## src/include/usft_defs.vh

```
// Summary of operation
// - frames are NRZ: one start bit, eight or nine data bits, one or two stops
// - parity may be off, even or odd, chosen by enable and type bits
// - after reset the format is eight data bits, no parity, one stop bit
// - transmit and receive shift data least significant bit first
// - transmitter and receiver share one format and one 8-bit baud generator
// - low speed baud is system clock over 64 times divisor plus one
// - high speed baud is system clock over 16 times divisor plus one
// - pins act as serial lines only with mode, global, transmit and receive enables set
// - the transmit line idles high whenever no frame is being sent
// - clearing the global enable releases both serial pins
// - disabling empties the data buffer and drops residual data
// - disable clears enables, break and error flags, sets idle and empty flags
// - disable leaves other control bits and the baud divisor unchanged
// - disable aborts activity at once; re-enable resumes with kept settings
// - with address detect on, the top data bit marks an address character
// - stop count applies to transmit only; receiver checks a single stop bit
// - parity or address bit takes the top position of the word
// - in nine-bit mode without parity the ninth transmitted bit comes from a control field
// - shift register reloads only after the stop bit, from waiting data
// - sending starts with transmitter enabled, data waiting and a baud tick
// - a data write into an empty shift register transfers at the next baud tick
// - clearing transmit enable stops output at once and resets the transmitter
// - the transmit shift register is not visible to software
`ifndef USFT_DEFS_VH
`define USFT_DEFS_VH
`define USFT_OFF_CTRL_ONE 4'h0
`define USFT_OFF_CTRL_TWO 4'h4
`define USFT_OFF_DATA 4'h8
`define USFT_OFF_BAUD 4'hC
// control one fields
`define USFT_C1_GLOBAL 7
`define USFT_C1_NINE 6
`define USFT_C1_PAREN 5
`define USFT_C1_PTYPE 4
`define USFT_C1_TWOSTOP 3
`define USFT_C1_MODE 2
`define USFT_C1_RXNINE 1
`define USFT_C1_TXNINE 0
// control two fields
`define USFT_C2_TXEN 7
`define USFT_C2_RXEN 6
`define USFT_C2_HIGH 5
`define USFT_C2_ADDR 4
`define USFT_C2_BRK 3
// status bits (read in control two bits 15:8)
`define USFT_ST_PERR 8
`define USFT_ST_NF 9
`define USFT_ST_FERR 10
`define USFT_ST_OERR 11
`define USFT_ST_RIDLE 12
`define USFT_ST_RXAV 13
`define USFT_ST_TIDLE 14
`define USFT_ST_TXEMP 15
`define USFT_RST_CTRL_ONE 8'h00
`define USFT_RST_CTRL_TWO 8'h00
`define USFT_RST_BAUD 8'h00
`define USFT_LOW_DIV 7'h40
`define USFT_HIGH_DIV 7'h10
`endif

```

## src/design/usft_uart.v

```verilog
// Our own choices: the AXI4-Lite register port and the register offsets.
`include "usft_defs.vh"
`timescale 1ns/100ps
`default_nettype none
module usft_uart #(
	parameter DATA_W = 32
) (
	// clock and reset
	input wire aclk,
	input wire aresetn,
	// axi4-lite write address
	input wire [31:0] s_axi_awaddr,
	input wire s_axi_awvalid,
	output wire s_axi_awready,
	// axi4-lite write data
	input wire [DATA_W-1:0] s_axi_wdata,
	input wire [DATA_W/8-1:0] s_axi_wstrb,
	input wire s_axi_wvalid,
	output wire s_axi_wready,
	// axi4-lite write response
	output reg [1:0] s_axi_bresp,
	output reg s_axi_bvalid,
	input wire s_axi_bready,
	// axi4-lite read address
	input wire [31:0] s_axi_araddr,
	input wire s_axi_arvalid,
	output wire s_axi_arready,
	// axi4-lite read data
	output reg [DATA_W-1:0] s_axi_rdata,
	output reg [1:0] s_axi_rresp,
	output reg s_axi_rvalid,
	input wire s_axi_rready,
	// serial pins, tx_oe_n low while driving, rx_claimed high while claimed
	output reg tx_out,
	output reg tx_oe_n,
	input wire rx_in,
	output reg rx_claimed
);
	localparam ST_IDLE = 4'b0001;
	localparam ST_START = 4'b0010;
	localparam ST_DATA = 4'b0100;
	localparam ST_STOP = 4'b1000;

	reg [7:0] ctrl_one;
	reg [7:0] ctrl_two;
	reg [7:0] baud_divisor;
	reg [7:0] serial_data_reg;
	reg [7:0] rx_data;
	reg rx_full;
	reg tx_empty_flag, tx_idle_flag, rx_idle_flag, rx_data_available;
	reg overrun_flag, framing_error_flag, parity_error_flag, noise_flag;
	reg [8:0] tx_shift_reg;
	reg [3:0] tx_state, rx_state;
	reg [3:0] tx_cnt, rx_cnt;
	reg tx_stop_left;
	reg [7:0] brg_cnt;
	reg [6:0] pre_cnt;
	reg [8:0] rx_shift;
	reg [3:0] rx_sub;
	reg rx_s1, rx_s2;
	reg aw_held, w_held;
	reg [3:0] aw_addr;
	reg [7:0] w_byte;
	reg w_lane;

	wire serial_global_enable = ctrl_one[`USFT_C1_GLOBAL];
	wire serial_mode_select = ctrl_one[`USFT_C1_MODE];
	wire word_length_nine = ctrl_one[`USFT_C1_NINE];
	wire parity_enable = ctrl_one[`USFT_C1_PAREN];
	wire parity_type = ctrl_one[`USFT_C1_PTYPE];
	wire two_stop_select = ctrl_one[`USFT_C1_TWOSTOP];
	wire tx_bit_nine = ctrl_one[`USFT_C1_TXNINE];
	wire tx_enable_bit = ctrl_two[`USFT_C2_TXEN];
	wire rx_enable_bit = ctrl_two[`USFT_C2_RXEN];
	wire baud_high_speed = ctrl_two[`USFT_C2_HIGH];
	wire addr_detect = ctrl_two[`USFT_C2_ADDR];
	wire on_all = serial_mode_select & serial_global_enable;
	wire tx_run = on_all & tx_enable_bit;
	wire rx_run = on_all & rx_enable_bit;

	// write channel capture, either order
	assign s_axi_awready = ~aw_held & ~s_axi_bvalid;
	assign s_axi_wready = ~w_held & ~s_axi_bvalid;
	assign s_axi_arready = ~s_axi_rvalid;
	wire aw_now = aw_held | (s_axi_awvalid & s_axi_awready);
	wire w_now = w_held | (s_axi_wvalid & s_axi_wready);
	wire [3:0] aw_use = aw_held ? aw_addr : s_axi_awaddr[3:0];
	wire [7:0] w_use = w_held ? w_byte : s_axi_wdata[7:0];
	wire lane_use = w_held ? w_lane : s_axi_wstrb[0];
	wire wr_fire = aw_now & w_now;
	wire wr_ok = wr_fire & lane_use;
	wire wr_c1 = wr_ok & (aw_use == `USFT_OFF_CTRL_ONE);
	wire wr_c2 = wr_ok & (aw_use == `USFT_OFF_CTRL_TWO);
	wire wr_dat = wr_ok & (aw_use == `USFT_OFF_DATA);
	wire wr_brg = wr_ok & (aw_use == `USFT_OFF_BAUD);
	wire wr_map = (aw_use == `USFT_OFF_CTRL_ONE) | (aw_use == `USFT_OFF_CTRL_TWO) |
		(aw_use == `USFT_OFF_DATA) | (aw_use == `USFT_OFF_BAUD);
	wire rd_fire = s_axi_arvalid & s_axi_arready;
	wire rd_dat = rd_fire & (s_axi_araddr[3:0] == `USFT_OFF_DATA);
	wire rd_map = (s_axi_araddr[3:0] == `USFT_OFF_CTRL_ONE) | (s_axi_araddr[3:0] == `USFT_OFF_CTRL_TWO) |
		(s_axi_araddr[3:0] == `USFT_OFF_DATA) | (s_axi_araddr[3:0] == `USFT_OFF_BAUD);
	wire global_off = wr_c1 & ~w_use[`USFT_C1_GLOBAL];

	// shared baud generator: prescale by 4 or 1, then 8-bit divisor, then 16 ticks per bit
	wire [6:0] pre_div = baud_high_speed ? `USFT_HIGH_DIV : `USFT_LOW_DIV;
	wire [6:0] pre_top = pre_div / 7'h10 - 7'h01;
	wire pre_tick = (pre_cnt == pre_top);
	wire x16_tick = pre_tick & (brg_cnt == baud_divisor);
	reg [3:0] x16_cnt;
	wire bit_tick = x16_tick & (x16_cnt == 4'hF);
	always @(posedge aclk) begin
		if (!aresetn || !serial_global_enable) begin
			pre_cnt <= 7'h00;
			brg_cnt <= 8'h00;
			x16_cnt <= 4'h0;
		end else begin
			pre_cnt <= pre_tick ? 7'h00 : pre_cnt + 7'h01;
			if (pre_tick)
				brg_cnt <= (brg_cnt == baud_divisor) ? 8'h00 : brg_cnt + 8'h01;
			if (x16_tick)
				x16_cnt <= x16_cnt + 4'h1;
		end
	end

	// transmit word: top bit is parity, address or ninth bit
	wire [3:0] tx_len = word_length_nine ? 4'h9 : 4'h8;
	wire par_src = word_length_nine ? ^serial_data_reg : ^serial_data_reg[6:0];
	wire par_bit = par_src ^ parity_type;
	reg [8:0] tx_word;
	always @* begin
		tx_word = {1'b0, serial_data_reg};
		if (word_length_nine)
			tx_word[8] = parity_enable ? par_bit : tx_bit_nine;
		else if (parity_enable)
			tx_word[7] = par_bit;
	end

	// rx synchroniser
	always @(posedge aclk) begin
		if (!aresetn) begin
			rx_s1 <= 1'b1;
			rx_s2 <= 1'b1;
		end else begin
			rx_s1 <= rx_in;
			rx_s2 <= rx_s1;
		end
	end

	// registers and flags
	always @(posedge aclk) begin
		if (!aresetn) begin
			ctrl_one <= `USFT_RST_CTRL_ONE;
			ctrl_two <= `USFT_RST_CTRL_TWO;
			baud_divisor <= `USFT_RST_BAUD;
			serial_data_reg <= 8'h00;
			tx_empty_flag <= 1'b1;
			tx_idle_flag <= 1'b1;
			rx_idle_flag <= 1'b1;
			rx_data_available <= 1'b0;
			overrun_flag <= 1'b0;
			framing_error_flag <= 1'b0;
			parity_error_flag <= 1'b0;
			noise_flag <= 1'b0;
			rx_data <= 8'h00;
			rx_full <= 1'b0;
			tx_state <= ST_IDLE;
			tx_cnt <= 4'h0;
			tx_stop_left <= 1'b0;
			tx_shift_reg <= 9'h1FF;
			tx_out <= 1'b1;
			rx_state <= ST_IDLE;
			rx_cnt <= 4'h0;
			rx_sub <= 4'h0;
			rx_shift <= 9'h000;
		end else begin
			if (wr_c1)
				ctrl_one <= {w_use[7:2], ctrl_one[`USFT_C1_RXNINE], w_use[0]};
			if (wr_c2)
				ctrl_two <= w_use;
			if (wr_brg)
				baud_divisor <= w_use;
			if (wr_dat) begin
				serial_data_reg <= w_use;
				tx_empty_flag <= 1'b0;
				tx_idle_flag <= 1'b0;
			end
			if (rd_dat) begin
				rx_full <= 1'b0;
				rx_data_available <= 1'b0;
			end
			// transmitter
			if (!tx_run) begin
				tx_state <= ST_IDLE;
				tx_out <= 1'b1;
			end else begin
				case (tx_state)
				ST_IDLE: begin
					tx_out <= 1'b1;
					if (!tx_empty_flag && !wr_dat && bit_tick) begin
						tx_shift_reg <= tx_word;
						tx_empty_flag <= 1'b1;
						tx_state <= ST_START;
						tx_out <= 1'b0;
					end
				end
				ST_START: if (bit_tick) begin
					tx_out <= tx_shift_reg[0];
					tx_shift_reg <= {1'b1, tx_shift_reg[8:1]};
					tx_cnt <= tx_len - 4'h1;
					tx_state <= ST_DATA;
				end
				ST_DATA: if (bit_tick) begin
					if (tx_cnt == 4'h0) begin
						tx_out <= 1'b1;
						tx_stop_left <= two_stop_select;
						tx_state <= ST_STOP;
					end else begin
						tx_out <= tx_shift_reg[0];
						tx_shift_reg <= {1'b1, tx_shift_reg[8:1]};
						tx_cnt <= tx_cnt - 4'h1;
					end
				end
				ST_STOP: if (bit_tick) begin
					if (tx_stop_left) begin
						tx_stop_left <= 1'b0;
					end else if (!tx_empty_flag && !wr_dat) begin
						tx_shift_reg <= tx_word;
						tx_empty_flag <= 1'b1;
						tx_out <= 1'b0;
						tx_state <= ST_START;
					end else begin
						tx_idle_flag <= 1'b1;
						tx_state <= ST_IDLE;
					end
				end
				default: tx_state <= ST_IDLE;
				endcase
			end
			// receiver, one stop bit, sampled at mid bit
			if (!rx_run) begin
				rx_state <= ST_IDLE;
			end else if (x16_tick) begin
				case (rx_state)
				ST_IDLE: if (!rx_s2) begin
					rx_sub <= 4'h0;
					rx_idle_flag <= 1'b0;
					rx_state <= ST_START;
				end
				ST_START: begin
					rx_sub <= rx_sub + 4'h1;
					if (rx_sub == 4'h7) begin
						rx_sub <= 4'h0;
						rx_cnt <= tx_len;
						rx_state <= rx_s2 ? ST_IDLE : ST_DATA;
					end
				end
				ST_DATA: begin
					rx_sub <= rx_sub + 4'h1;
					if (rx_sub == 4'hF) begin
						rx_sub <= 4'h0;
						rx_shift <= word_length_nine ? {rx_s2, rx_shift[8:1]} :
							{1'b0, rx_s2, rx_shift[7:1]};
						rx_cnt <= rx_cnt - 4'h1;
						if (rx_cnt == 4'h1)
							rx_state <= ST_STOP;
					end
				end
				ST_STOP: begin
					rx_sub <= rx_sub + 4'h1;
					if (rx_sub == 4'hF) begin
						rx_state <= ST_IDLE;
						rx_idle_flag <= 1'b1;
						framing_error_flag <= framing_error_flag | ~rx_s2;
						if (parity_enable)
							parity_error_flag <= parity_error_flag |
								((word_length_nine ? ^rx_shift : ^rx_shift[7:0]) ^ parity_type);
						if (word_length_nine)
							ctrl_one[`USFT_C1_RXNINE] <= rx_shift[8];
						if (addr_detect && !(word_length_nine ? rx_shift[8] : rx_shift[7])) begin
							rx_state <= ST_IDLE;
						end else if (rx_full && !rd_dat) begin
							overrun_flag <= 1'b1;
						end else begin
							rx_data <= rx_shift[7:0];
							rx_full <= 1'b1;
							rx_data_available <= 1'b1;
						end
					end
				end
				default: rx_state <= ST_IDLE;
				endcase
			end
			if (global_off) begin
				ctrl_two[`USFT_C2_TXEN] <= 1'b0;
				ctrl_two[`USFT_C2_RXEN] <= 1'b0;
				ctrl_two[`USFT_C2_BRK] <= 1'b0;
				rx_data_available <= 1'b0;
				overrun_flag <= 1'b0;
				framing_error_flag <= 1'b0;
				parity_error_flag <= 1'b0;
				noise_flag <= 1'b0;
				tx_idle_flag <= 1'b1;
				tx_empty_flag <= 1'b1;
				rx_idle_flag <= 1'b1;
				rx_full <= 1'b0;
				tx_state <= ST_IDLE;
				rx_state <= ST_IDLE;
				tx_out <= 1'b1;
			end
		end
	end

	// pin ownership
	always @(posedge aclk) begin
		if (!aresetn) begin
			tx_oe_n <= 1'b1;
			rx_claimed <= 1'b0;
		end else begin
			tx_oe_n <= ~(tx_run & rx_enable_bit & ~global_off);
			rx_claimed <= tx_enable_bit & rx_run & ~global_off;
		end
	end

	// axi write side
	always @(posedge aclk) begin
		if (!aresetn) begin
			aw_held <= 1'b0;
			w_held <= 1'b0;
			aw_addr <= 4'h0;
			w_byte <= 8'h00;
			w_lane <= 1'b0;
			s_axi_bvalid <= 1'b0;
			s_axi_bresp <= 2'b00;
		end else begin
			if (s_axi_bvalid && s_axi_bready)
				s_axi_bvalid <= 1'b0;
			if (wr_fire) begin
				aw_held <= 1'b0;
				w_held <= 1'b0;
				s_axi_bvalid <= 1'b1;
				s_axi_bresp <= wr_map ? 2'b00 : 2'b10;
			end else begin
				if (s_axi_awvalid && s_axi_awready) begin
					aw_held <= 1'b1;
					aw_addr <= s_axi_awaddr[3:0];
				end
				if (s_axi_wvalid && s_axi_wready) begin
					w_held <= 1'b1;
					w_byte <= s_axi_wdata[7:0];
					w_lane <= s_axi_wstrb[0];
				end
			end
		end
	end

	// axi read side
	wire [7:0] status_byte = {tx_empty_flag, tx_idle_flag, rx_data_available, rx_idle_flag,
		overrun_flag, framing_error_flag, noise_flag, parity_error_flag};
	always @(posedge aclk) begin
		if (!aresetn) begin
			s_axi_rvalid <= 1'b0;
			s_axi_rdata <= {DATA_W{1'b0}};
			s_axi_rresp <= 2'b00;
		end else begin
			if (s_axi_rvalid && s_axi_rready)
				s_axi_rvalid <= 1'b0;
			if (rd_fire) begin
				s_axi_rvalid <= 1'b1;
				s_axi_rresp <= rd_map ? 2'b00 : 2'b10;
				case (s_axi_araddr[3:0])
				`USFT_OFF_CTRL_ONE: s_axi_rdata <= {{(DATA_W-8){1'b0}}, ctrl_one};
				`USFT_OFF_CTRL_TWO: s_axi_rdata <= {{(DATA_W-16){1'b0}}, status_byte, ctrl_two};
				`USFT_OFF_DATA: s_axi_rdata <= {{(DATA_W-8){1'b0}}, rx_data};
				`USFT_OFF_BAUD: s_axi_rdata <= {{(DATA_W-8){1'b0}}, baud_divisor};
				default: s_axi_rdata <= {DATA_W{1'b0}};
				endcase
			end
		end
	end
endmodule
`default_nettype wire

```

## config.mk

```make
export PLATFORM = sky130hd
export DESIGN_NAME = usft_uart
export DESIGN_NICKNAME = d
export VERILOG_FILES = /design/src/design/usft_uart.v
export VERILOG_INCLUDE_DIRS = /design/src /design/src/include
export SDC_FILE = /design/constraint.sdc
export NUM_CORES = 1
export LEC_CHECK = 0
export BUFFER_PORTS_ARGS = -buffer_cell sky130_fd_sc_hd__buf_4
export CAP_MARGIN = 0
export CORE_ASPECT_RATIO = 1.5
export CORE_MARGIN = 5
export CORE_UTILIZATION = 25
export DETAILED_ROUTE_END_ITERATION = 12
export PLACE_DENSITY = 0.43
export SLEW_MARGIN = 20
export SYNTH_ARGS = -nofsm -noshare
export SYNTH_HDL_FRONTEND = slang
export SYNTH_SLANG_ARGS = --single-unit
```

## constraint.sdc

```tcl
create_clock -name aclk -period 2.6 [get_ports aclk]
set_clock_uncertainty 0.2 [all_clocks]
set_input_delay 0.39 -clock aclk [delete_from_list [all_inputs] [get_ports aclk]]
set_output_delay 0.39 -clock aclk [all_outputs]
set_load 0.03 [all_outputs]
```

==> results of run 1 <==
[synthesized netlist by cell type, types with 4 or more instances]
| library cell | count | area, um2 |
|---|---|---|
| nor2_1 | 130 | 488 |
| nor4b_1 | 5 | 43.8 |
| a22oi_1 | 15 | 113 |
| mux2i_1 | 52 | 521 |
| or4_1 | 4 | 30.0 |
| nand2_1 | 41 | 154 |
| buf_4 | 21 | 158 |
| inv_1 | 16 | 60.1 |
| clkbuf_1 | 25 | 93.8 |
| nor2b_1 | 5 | 31.3 |
| dfxtp_1 | 145 | 2900 |
| o21a_1 | 4 | 30.0 |
| a41oi_1 | 8 | 70.1 |
| nor3_1 | 19 | 95.1 |
| a211oi_1 | 22 | 165 |
| xnor2_1 | 21 | 184 |
| nand3_1 | 22 | 110 |
| ha_1 | 7 | 87.6 |
| buf_2 | 13 | 65.1 |
| xor2_1 | 22 | 193 |
| or2_0 | 7 | 43.8 |
| nand2b_1 | 10 | 62.6 |
| a21oi_1 | 46 | 230 |
| mux4_2 | 8 | 180 |
| nand4_1 | 5 | 31.3 |
| o21ai_0 | 11 | 55.1 |
| nand3b_1 | 5 | 37.5 |
| and2_1 | 7 | 43.8 |
| and3_1 | 5 | 31.3 |
| or4b_1 | 4 | 40.0 |
[routing by layer]
layer | vias up | track usage [%] | part of all wire, %
met4 | 0 | 3.99 | 1.9
li1 | 2874 | - | -
met2 | 83 | 22.8 | 52
met3 | 22 | 2.34 | 2.5
met1 | 2707 | 14.6 | 44
met5 | - | 0 | 0
[logic make-up after synthesis]
family,after synthesis,share of synthesized area [%]
AOI/OAI and AO/OA,141,14.1
muxes,64,10.6
buffers and inverters,81,6.02
adders and majority gates,7,1.25
and+or+nand+nor,296,21.1
DFF,145,41.4
other,1,0.0535
xor gates and xnor gates,43,5.38
[timing repair]
| action | 4_1_cts | 5_1_grt |
|---|---|---|
| hold endpoints to repair | 4 | 0 |
| setup endpoints to repair | 0 | 9 |
| resized for setup | 0 | 5 |
| setup buffers | 0 | 0 |
| hold buffers | 4 | 0 |
[stage by stage]
step,hold slack [ns],power [mW]
2_1_floorplan,0.185,2.61
3_3_place_gp,0.213,2.75
3_5_place_dp,0.214,2.75
4_1_cts,0.000673,5.29
5_1_grt,0.0142,5.43
6_report,0.0158,5.22
[cell usage in the layout (no fill, tap or decap), drive strengths merged, types with 19 or more instances in the layout]
| master | count |
|---|---|
| mux2i | 52 |
| buf | 101 |
| xor2 | 22 |
| a21oi | 46 |
| a211oi | 24 |
| inv | 21 |
| nor2 | 131 |
| nand2 | 42 |
| dfxtp | 145 |
| xnor2 | 21 |
| nand3 | 22 |
| clkbuf | 19 |
| conb | 19 |
| nor3 | 20 |
[tightest hold or removal path, delay by kind of cell]
| family | cells | cell delay, ns |
|---|---|---|
| buffers and inverters | 1 | 0.08 |
| multiplexers | 1 | 0.05 |
| AND/OR/NAND/NOR | 1 | 0.07 |
[final timing paths]
check                                 from                      endpoint  slack [ns]  cells past startpoint
setup / recovery  tx_state[0]$_SDFFE_PP1P_  tx_shift_reg[8]$_SDFFE_PN1P_        0.14                      7
hold / removal             s_axi_awaddr[1]       aw_addr[1]$_SDFFE_PN0P_        0.02                      3
hold reg to reg           rx_s1$_SDFF_PN1_              rx_s2$_SDFF_PN1_        0.22                      1
setup reg to reg  tx_state[0]$_SDFFE_PP1P_  tx_shift_reg[8]$_SDFFE_PN1P_        0.14                      7
[layout make-up]
cell class | count | area (um2)
Inverter | 17 | 63.8
Fill cell | 2885 | 19200
Multi-Input combinational cell | 570 | 3780
Sequential cell | 145 | 2900
Clock buffer | 19 | 453
Clock inverter | 13 | 150
Tap cell | 346 | 433
Timing Repair Buffer | 105 | 861
[power by group]
part           total (mW)  switching [mW]  internal (mW)
Combinational       0.424           0.265          0.159
Clock                2.52            1.04           1.48
Sequential           2.28          0.0273           2.25
Total                5.22            1.33           3.89
==> impl_metrics.csv, run 1 <==
group,metric,value,unit
place,dp_hpwl,14.5,mm
grt,grt_pass1_wl,31.3,mm
worst_setup_path,path_buf_inv,1,
worst_setup_path,start_kind,"flip-flop",
worst_setup_path,crit_path_end_kind,"flip-flop",
synth,synth_enable_flop_cells,0,
worst_setup_path,arrival,2.57,ns
clock_network,worst_skew_pair.late_latency,0.43,ns
timing,slew-limit-headroom,50.3,%
timing,worst_pin_slew,0.744,ns
synth,syn_avg_cell_area,9.00,um2
detailed_routing,ant_nets,0,
detailed_routing,postRouteWirelength,19.3,mm
power_and_ir_drop,leakage,3.30,nW
worst_setup_path,max_stage_delay,0.53,ns
place,dp_cells,1179,
synth,syn-cell-area,0.00701,mm2
place,place_ws,-0.0162,ns
worst_setup_path,crit_chain,"or4b_4 > a211oi_2 > a22o_1 > o41ai_2 > buf_4 > a211o_1 > o21a_1",
power_and_ir_drop,p_per_area,604,mW/mm2
synth,ys.flop_type,"dfxtp_1",
grt,antenna_found_initial,0,
worst_setup_path,worstSetupPathType,"flip-flop to flip-flop",
timing,rsz0062_at_grt,"no",
clock_network,h-tree-depth,4,
finish,area_delta_synth_final,23.4,%
timing,setup_viol,0,
finish,largest_reg_flops,15,
clock_network,cts_buffers,17,
place,gp_congestion,0.749,
timing,min_period,2.46,ns
clock_network,max-clock-path-buffers,2,
clock_network,clockRootBuffer,"clkbuf_16",
power_and_ir_drop,ir_worst_vdd,470,uV
timing,setup_tns,0,ns
floorplanning,core_area,0.0279,mm2
synth,async_flop_share,0,%
finish,finalCoreUtilization,31.0,%
floorplanning,die_area,0.0315,mm2
floorplanning,die_y,215,um
job,max_cap_violations,0,
min_path,hp-class,"input port to flip-flop",
finish,nNetsFinal,971,
place,io_buffers,49,
finish,final_cells,1215,
clock_network,cts.reportedPaths.clkPinSlew,0.06,ns
timing,hold_viol_final,0,
detailed_routing,vias_per_cell,4.68,
detailed_routing,dr_total_vias,5686,
grt,track_usage,12.5,%
grt,grt_overflow,0,
place,placed_area,0.00798,mm2
grt,grt_pass1_vias,5730,
finish,drive_gt1_share,19.1,%
clock_network,clkSinkCount,145,
detailed_routing,first_iter_violations,243,
timing,finalWorstSetupSlack,0.143,ns
worst_setup_path,critPathSlowestCell,"or4b_4",
floorplanning,num_rows,75,
detailed_routing,post_drt_wl_per_cell,15.9,um
timing,achievable-frequency,407,MHz
synth,synth.distinct_cells,77,
floorplanning,fp.dieW,147,um
detailed_routing,drcViolationCount,0,
grt,grt_max_degree,41,
synth,synth-seq-cells,145,
run_status,status,"complete, no violations",
synth,yosysWarningCount,0,
worst_setup_path,crit_fanout,17,
worst_setup_path,cp_top_family,"compound AO/OA/AOI/OAI gates",
detailed_routing,drtPass1Iterations,5,
clock_network,cts_tree,"built",
synth,synth-seq-area-share,41.4,%
floorplanning,io_pins,152,
finish,diodes,0,
synth,synthCells,778,
worst_setup_path,cp.required,2.71,ns
finish,fin_area,0.00864,mm2
timing,period_share,94.5,%
timing,drv_slew,0,
floorplanning,initial_core_util,25.1,%
Note: power is estimated with default switching activity, not from simulation.
==> run 2: changes to the inputs <==
--- a/config.mk
+++ b/config.mk
@@ -9,7 +9,7 @@
 export BUFFER_PORTS_ARGS = -buffer_cell sky130_fd_sc_hd__buf_4
 export CAP_MARGIN = 0
 export CORE_ASPECT_RATIO = 1.5
-export CORE_MARGIN = 5
+export CORE_MARGIN = 1
 export CORE_UTILIZATION = 25
 export DETAILED_ROUTE_END_ITERATION = 12
 export PLACE_DENSITY = 0.43
==> run 2 against run 1 <==
- total power up 2.9%
- highest routed layer unchanged
- setup slack better by 0.039 ns
- cell area up 0.80%
- clock-buffer cell count up 3
- the run now ends with design-rule violations left
==> impl_metrics.csv, run 2 (synthesized netlist as in run 1, its figures left out) <==
group,metric,value,unit
detailed_routing,drtPass1Iterations,12,
place,dp_hpwl,14.1,mm
min_path,min_path_cells,3,
worst_setup_path,crit_path_end_kind,"flip-flop",
timing,period_share,93.0,%
timing,drv_slew,0,
worst_setup_path,worstSetupPathType,"flip-flop to flip-flop",
power_and_ir_drop,p_per_area,617,mW/mm2
floorplanning,num_rows,74,
finish,diodes,0,
finish,drive_gt1_share,19.1,%
grt,grt_pass1_wl,30.7,mm
grt,antenna_found_initial,0,
timing,setup_viol,0,
worst_setup_path,rrSetupSlack,0.18,ns
detailed_routing,dr_total_vias,5666,
clock_network,cts_buffers,17,
finish,area_delta_synth_final,24.4,%
finish,largest_reg_flops,15,
worst_setup_path,cp.required,2.75,ns
floorplanning,initial_core_util,25.6,%
timing,slew-limit-headroom,54.5,%
clock_network,cts_tree,"built",
finish,final_common_cell,"dfxtp_1",
timing,achievable-frequency,414,MHz
finish,nNetsFinal,976,
floorplanning,fp.dieW,139,um
timing,finalWorstSetupSlack,0.182,ns
clock_network,max-clock-path-buffers,2,
timing,worst_pin_slew,0.664,ns
worst_setup_path,reg2reg_depth,8,
detailed_routing,drcViolationCount,8,
timing,min_period,2.42,ns
power_and_ir_drop,leakage,3.35,nW
floorplanning,die_y,207,um
run_status,status,"finished, violations left",
place,gp_congestion,0.786,
finish,final_cell_mix,"dfxtp_1 (145), nor2_1 (130), buf_4 (98), mux2i_1 (52), a21oi_1 (46)",
finish,fillers,2931,
clock_network,post_cts_buffers,0,
grt,grt_overflow,0,
floorplanning,core_area,0.0274,mm2
worst_setup_path,arrival,2.57,ns
detailed_routing,post_drt_wl_per_cell,15.6,um
grt,track_usage,13.8,%
min_path,hp-class,"input port to flip-flop",
finish,finalCoreUtilization,31.8,%
worst_setup_path,start_kind,"flip-flop",
detailed_routing,postRouteWirelength,19.0,mm
finish,register_area,0.00290,mm2
timing,rsz0062_at_grt,"no",
clock_network,clkSinkCount,145,
clock_network,h-tree-depth,4,
detailed_routing,first_iter_violations,332,
floorplanning,die_area,0.0287,mm2
detailed_routing,vias_per_cell,4.66,
finish,multi_input_area,0.00377,mm2
power_and_ir_drop,totalPowerFinal,5.37,mW
clock_network,cts.reportedPaths.clkPinSlew,0.06,ns
clock_network,worst_skew_pair.late_latency,0.43,ns
job,max_cap_violations,0,
worst_setup_path,crit_fanout,6,
place,io_buffers,49,
grt,grt_max_degree,42,
timing,hold_viol_final,0,
run_status,violations,"design-rule violations",
clock_network,clockRootBuffer,"clkbuf_16",
detailed_routing,ant_nets,0,
place,place_ws,-0.0246,ns
power_and_ir_drop,ir_worst_vdd,464,uV
grt,grt_pass1_vias,5569,
floorplanning,io_pins,152,
==> run 2: final timing paths <==
| check | from | endpoint |
|---|---|---|
| setup reg to reg | aw_held$_SDFFE_PP0P_ | tx_empty_flag$_SDFF_PP1_ |
| hold reg to reg | rx_s1$_SDFF_PN1_ | rx_s2$_SDFF_PN1_ |
| setup / recovery | aw_held$_SDFFE_PP0P_ | tx_empty_flag$_SDFF_PP1_ |
| hold / removal | s_axi_wdata[3] | w_byte[3]$_SDFFE_PN0P_ |
==> run 2: cell type report <==
class	count	share of cell area, %
clock buffer	22	5.56
clock inverter	10	1.78
inverter	17	0.732
multi-input combinational	570	43.3
sequential	145	33.3
tap	342	4.91
timing repair buffer	110	10.4
==> run 2: where the power goes <==
| part | internal [mW] | switching (mW) | leakage (nW) |
|---|---|---|---|
| combinational | 0.158 | 0.262 | 1.86 |
| clock | 1.70 | 0.968 | 0.312 |
| sequential | 2.25 | 0.0303 | 1.17 |
==> run 2: through the flow <==
stage,hold slack (ns),cells,setup TNS (ns),cell area [um2]
floorplan,0.185,796,0,7070
global placement,0.207,1177,-0.468,7990
detailed placement,0.218,1177,-0.131,7990
CTS,0.000861,1216,0,8690
global route,0.0112,1216,0,8710
finish,0.0225,1216,0,8710
==> run 2: metal layers <==
metal,global-route usage (%),share of wire (%),wire [um],vias up
li1,-,-,-,2875
met1,16.2,43,8230,2701
met2,25.1,53,10000,77
met3,2.61,2.3,442,13
met4,4.79,1.4,266,0
met5,0,0,0,-
==> run 2: timing repair <==
item                                    in CTS  in global routing
resized for setup                            0                  4
hold endpoints to repair                     7                  0
hold buffers                                 7                  0
endpoints found under the setup margin       0                 23
==> run 2: critical path, stage by stage (launching register included) <==
cell,delay (ns)
dfxtp_1,0.42
or3b_1,0.40
a222oi_1,0.24
buf_4,0.21
nand2b_2,0.12
o31ai_4,0.33
buf_4,0.19
buf_4,0.14
o21bai_1,0.10
==> run 3: changes to the inputs <==
--- a/config.mk
+++ b/config.mk
@@ -10,9 +10,9 @@
 export CAP_MARGIN = 0
 export CORE_ASPECT_RATIO = 1.5
 export CORE_MARGIN = 1
-export CORE_UTILIZATION = 25
+export CORE_UTILIZATION = 55
 export DETAILED_ROUTE_END_ITERATION = 12
-export PLACE_DENSITY = 0.43
+export PLACE_DENSITY = 0.81
 export SLEW_MARGIN = 20
 export SYNTH_ARGS = -nofsm -noshare
 export SYNTH_HDL_FRONTEND = slang
==> run 3 against run 2 <==
- the run now ends clean
- sequential share of layout area grew 1.5 points
- first-iteration DRC count rose by 34%
- non-clock buffer count is 22 lower
- sequential cell count unchanged
- setup slack lost 0.096 ns
- core utilization increased by 35 points
- hold slack got worse by 0.013 ns
- combinational power decreased by 3%
- largest cell class unchanged
==> impl_metrics.csv, run 3 (synthesized netlist as in run 1, its figures left out) <==
group,metric,value,unit
run_status,status,"complete, no violations",
floorplanning,num_rows,50,
finish,drive_gt1_share,17.7,%
worst_setup_path,crit_path_frequent_cell,"buf_4",
power_and_ir_drop,clkPwrFrac,49.8,%
min_path,min_path_cells,3,
power_and_ir_drop,p_sw_share,22.9,%
detailed_routing,first_iter_violations,446,
worst_setup_path,worst_r2r_endpoint,"ctrl_two[3]$_SDFFE_PP0P_",
detailed_routing,postRouteWirelength,18.1,mm
floorplanning,fp.dieW,94.2,um
timing,period_share,96.7,%
worst_setup_path,crit_path_end_kind,"flip-flop",
place,io_buffers,49,
timing,hold_viol_final,0,
grt,grt_pass1_vias,6003,
timing,drv_slew,0,
place,dp_cells,970,
grt,grt_overflow,0,
worst_setup_path,reg2reg_depth,8,
floorplanning,core_area,0.0124,mm2
worst_setup_path,critPathSlowestCell,"nor3_1",
job,max_cap_violations,0,
timing,min_period,2.51,ns
clock_network,clockRootBuffer,"clkbuf_16",
clock_network,cts_tree,"built",
clock_network,h-tree-depth,4,
clock_network,max-clock-path-buffers,2,
detailed_routing,vias_per_cell,6.07,
worst_setup_path,arrival,2.67,ns
detailed_routing,drtPass1Iterations,5,
place,placed_area,0.00761,mm2
power_and_ir_drop,p_sw,1.23,mW
power_and_ir_drop,p_comb_share,7.6,%
worst_setup_path,rrSetupSlack,0.09,ns
power_and_ir_drop,ir_worst_vdd,472,uV
grt,antenna_found_initial,0,
finish,nNetsFinal,954,
floorplanning,initial_core_util,56.3,%
floorplanning,io_pins,152,
grt,track_usage,28.1,%
place,dp_hpwl,12.1,mm
min_path,hp-class,"input port to flip-flop",
detailed_routing,drcViolationCount,0,
timing,slew-limit-headroom,56.2,%
detailed_routing,ant_nets,0,
worst_setup_path,max_stage_delay,0.45,ns
finish,final_common_cell,"dfxtp_1",
finish,finalCoreUtilization,67.0,%
clock_network,cts.reportedPaths.clkPinSlew,0.06,ns
clock_network,worst_skew_pair.late_latency,0.42,ns
power_and_ir_drop,internal_power,4.13,mW
worst_setup_path,start_kind,"flip-flop",
grt,grt_pass1_wl,28.8,mm
worst_setup_path,crit_chain,"or3b_1 > a222oi_1 > buf_4 > nand2b_1 > buf_4 > nor3_1 > a21oi_2 > nor2_1",
floorplanning,die_y,140,um
finish,diodes,0,
detailed_routing,dr_total_vias,6110,
clock_network,cts_buffers,17,
power_and_ir_drop,leakage,3.23,nW
timing,worst_pin_slew,0.639,ns
finish,fin_area,0.00834,mm2
power_and_ir_drop,p_per_area,643,mW/mm2
finish,final_cell_mix,"dfxtp_1 (144), nor2_1 (130), buf_4 (80), mux2i_1 (52), a21oi_1 (45)",
worst_setup_path,crit_fanout,9,
timing,achievable-frequency,398,MHz
finish,largest_reg_flops,15,
finish,area_delta_synth_final,19.1,%
worst_setup_path,cp.required,2.76,ns
timing,setup_tns,0,ns
floorplanning,die_area,0.0132,mm2
worst_setup_path,worstSetupPathType,"flip-flop to flip-flop",
worst_setup_path,reg2reg_from,"aw_held$_SDFFE_PP0P_",
finish,final_cells,1007,
place,gp_congestion,0.887,
min_path,hold_end,"w_byte[0]$_SDFFE_PN0P_",
detailed_routing,post_drt_wl_per_cell,18.0,um
grt,grt_max_degree,58,
clock_network,clkSinkCount,145,
min_path,hp-start,"s_axi_wdata[0]",
timing,setup_viol,0,
finish,fillers,946,
timing,holdWs,0.00915,ns
power_and_ir_drop,p_seq_share,42.6,%
## run 3: layer usage
| metal | wire, um | global-route usage [%] |
|---|---|---|
| met5 | 0 | 0 |
| met3 | 890 | 6.30 |
| met1 | 6830 | 29.8 |
| met2 | 9560 | 50.1 |
| met4 | 872 | 16.0 |
## run 3: worst max-delay path, delay by kind of cell, from the launching register on
kind                   cells  cell delay, ns
and+or+nand+nor            4            1.05
AOI/OAI and AO/OA          2            0.43
buffers and inverters      2            0.40
DFF                        1            0.35
## run 3: final cells by class
cell class / instances / area [um2] / share of cell area (%)
clock inverters: 12 / 208 / 2.49
well taps: 156 / 195 / 2.34
flip-flops and latches: 145 / 2900 / 34.8
inverters: 17 / 63.8 / 0.765
clock buffers: 19 / 443 / 5.31
multi-input cells: 570 / 3790 / 45.4
repair buffers: 88 / 741 / 8.88
## run 3: timing repair
item	in CTS	in global routing
gates resized for setup	0	8
endpoints found under the setup margin	0	27
hold buffers	2	0
buffers inserted	0	4
endpoints found under the hold margin	2	0
## run 3: through the flow
stage / worst slack (ns) / total power [mW]
after floorplan: 0.192 / 2.61
after global placement: 0.0470 / 2.71
after detailed placement: -0.0225 / 2.72
after CTS: 0.0501 / 5.37
after global routing: -0.0348 / 5.51
final: 0.0862 / 5.36
## run 3: power groups by stage
stage,Sequential (mW),Combinational [mW],Clock [mW]
5_1_grt,2.29,0.432,2.79
2_1_floorplan,2.34,0.272,0
3_5_place_dp,2.33,0.390,0
3_3_place_gp,2.33,0.381,0
6_report,2.29,0.406,2.67
4_1_cts,2.28,0.398,2.68
## run 3: worst max path at each step
stage,from,endpoint,slack (ns)
final,aw_held$_SDFFE_PP0P_,ctrl_two[3]$_SDFFE_PP0P_,0.09
after global routing,aw_held$_SDFFE_PP0P_,baud_divisor[7]$_SDFFE_PN0P_,-0.03
after CTS,aw_held$_SDFFE_PP0P_,ctrl_two[3]$_SDFFE_PP0P_,0.05
after detailed placement,s_axi_awaddr[0],ctrl_two[5]$_SDFFE_PN0P_,-0.02
after global placement,s_axi_awaddr[0],ctrl_two[1]$_SDFFE_PN0P_,0.05
after floorplan,s_axi_awaddr[0],tx_shift_reg[6]$_SDFFE_PN1P_,0.19
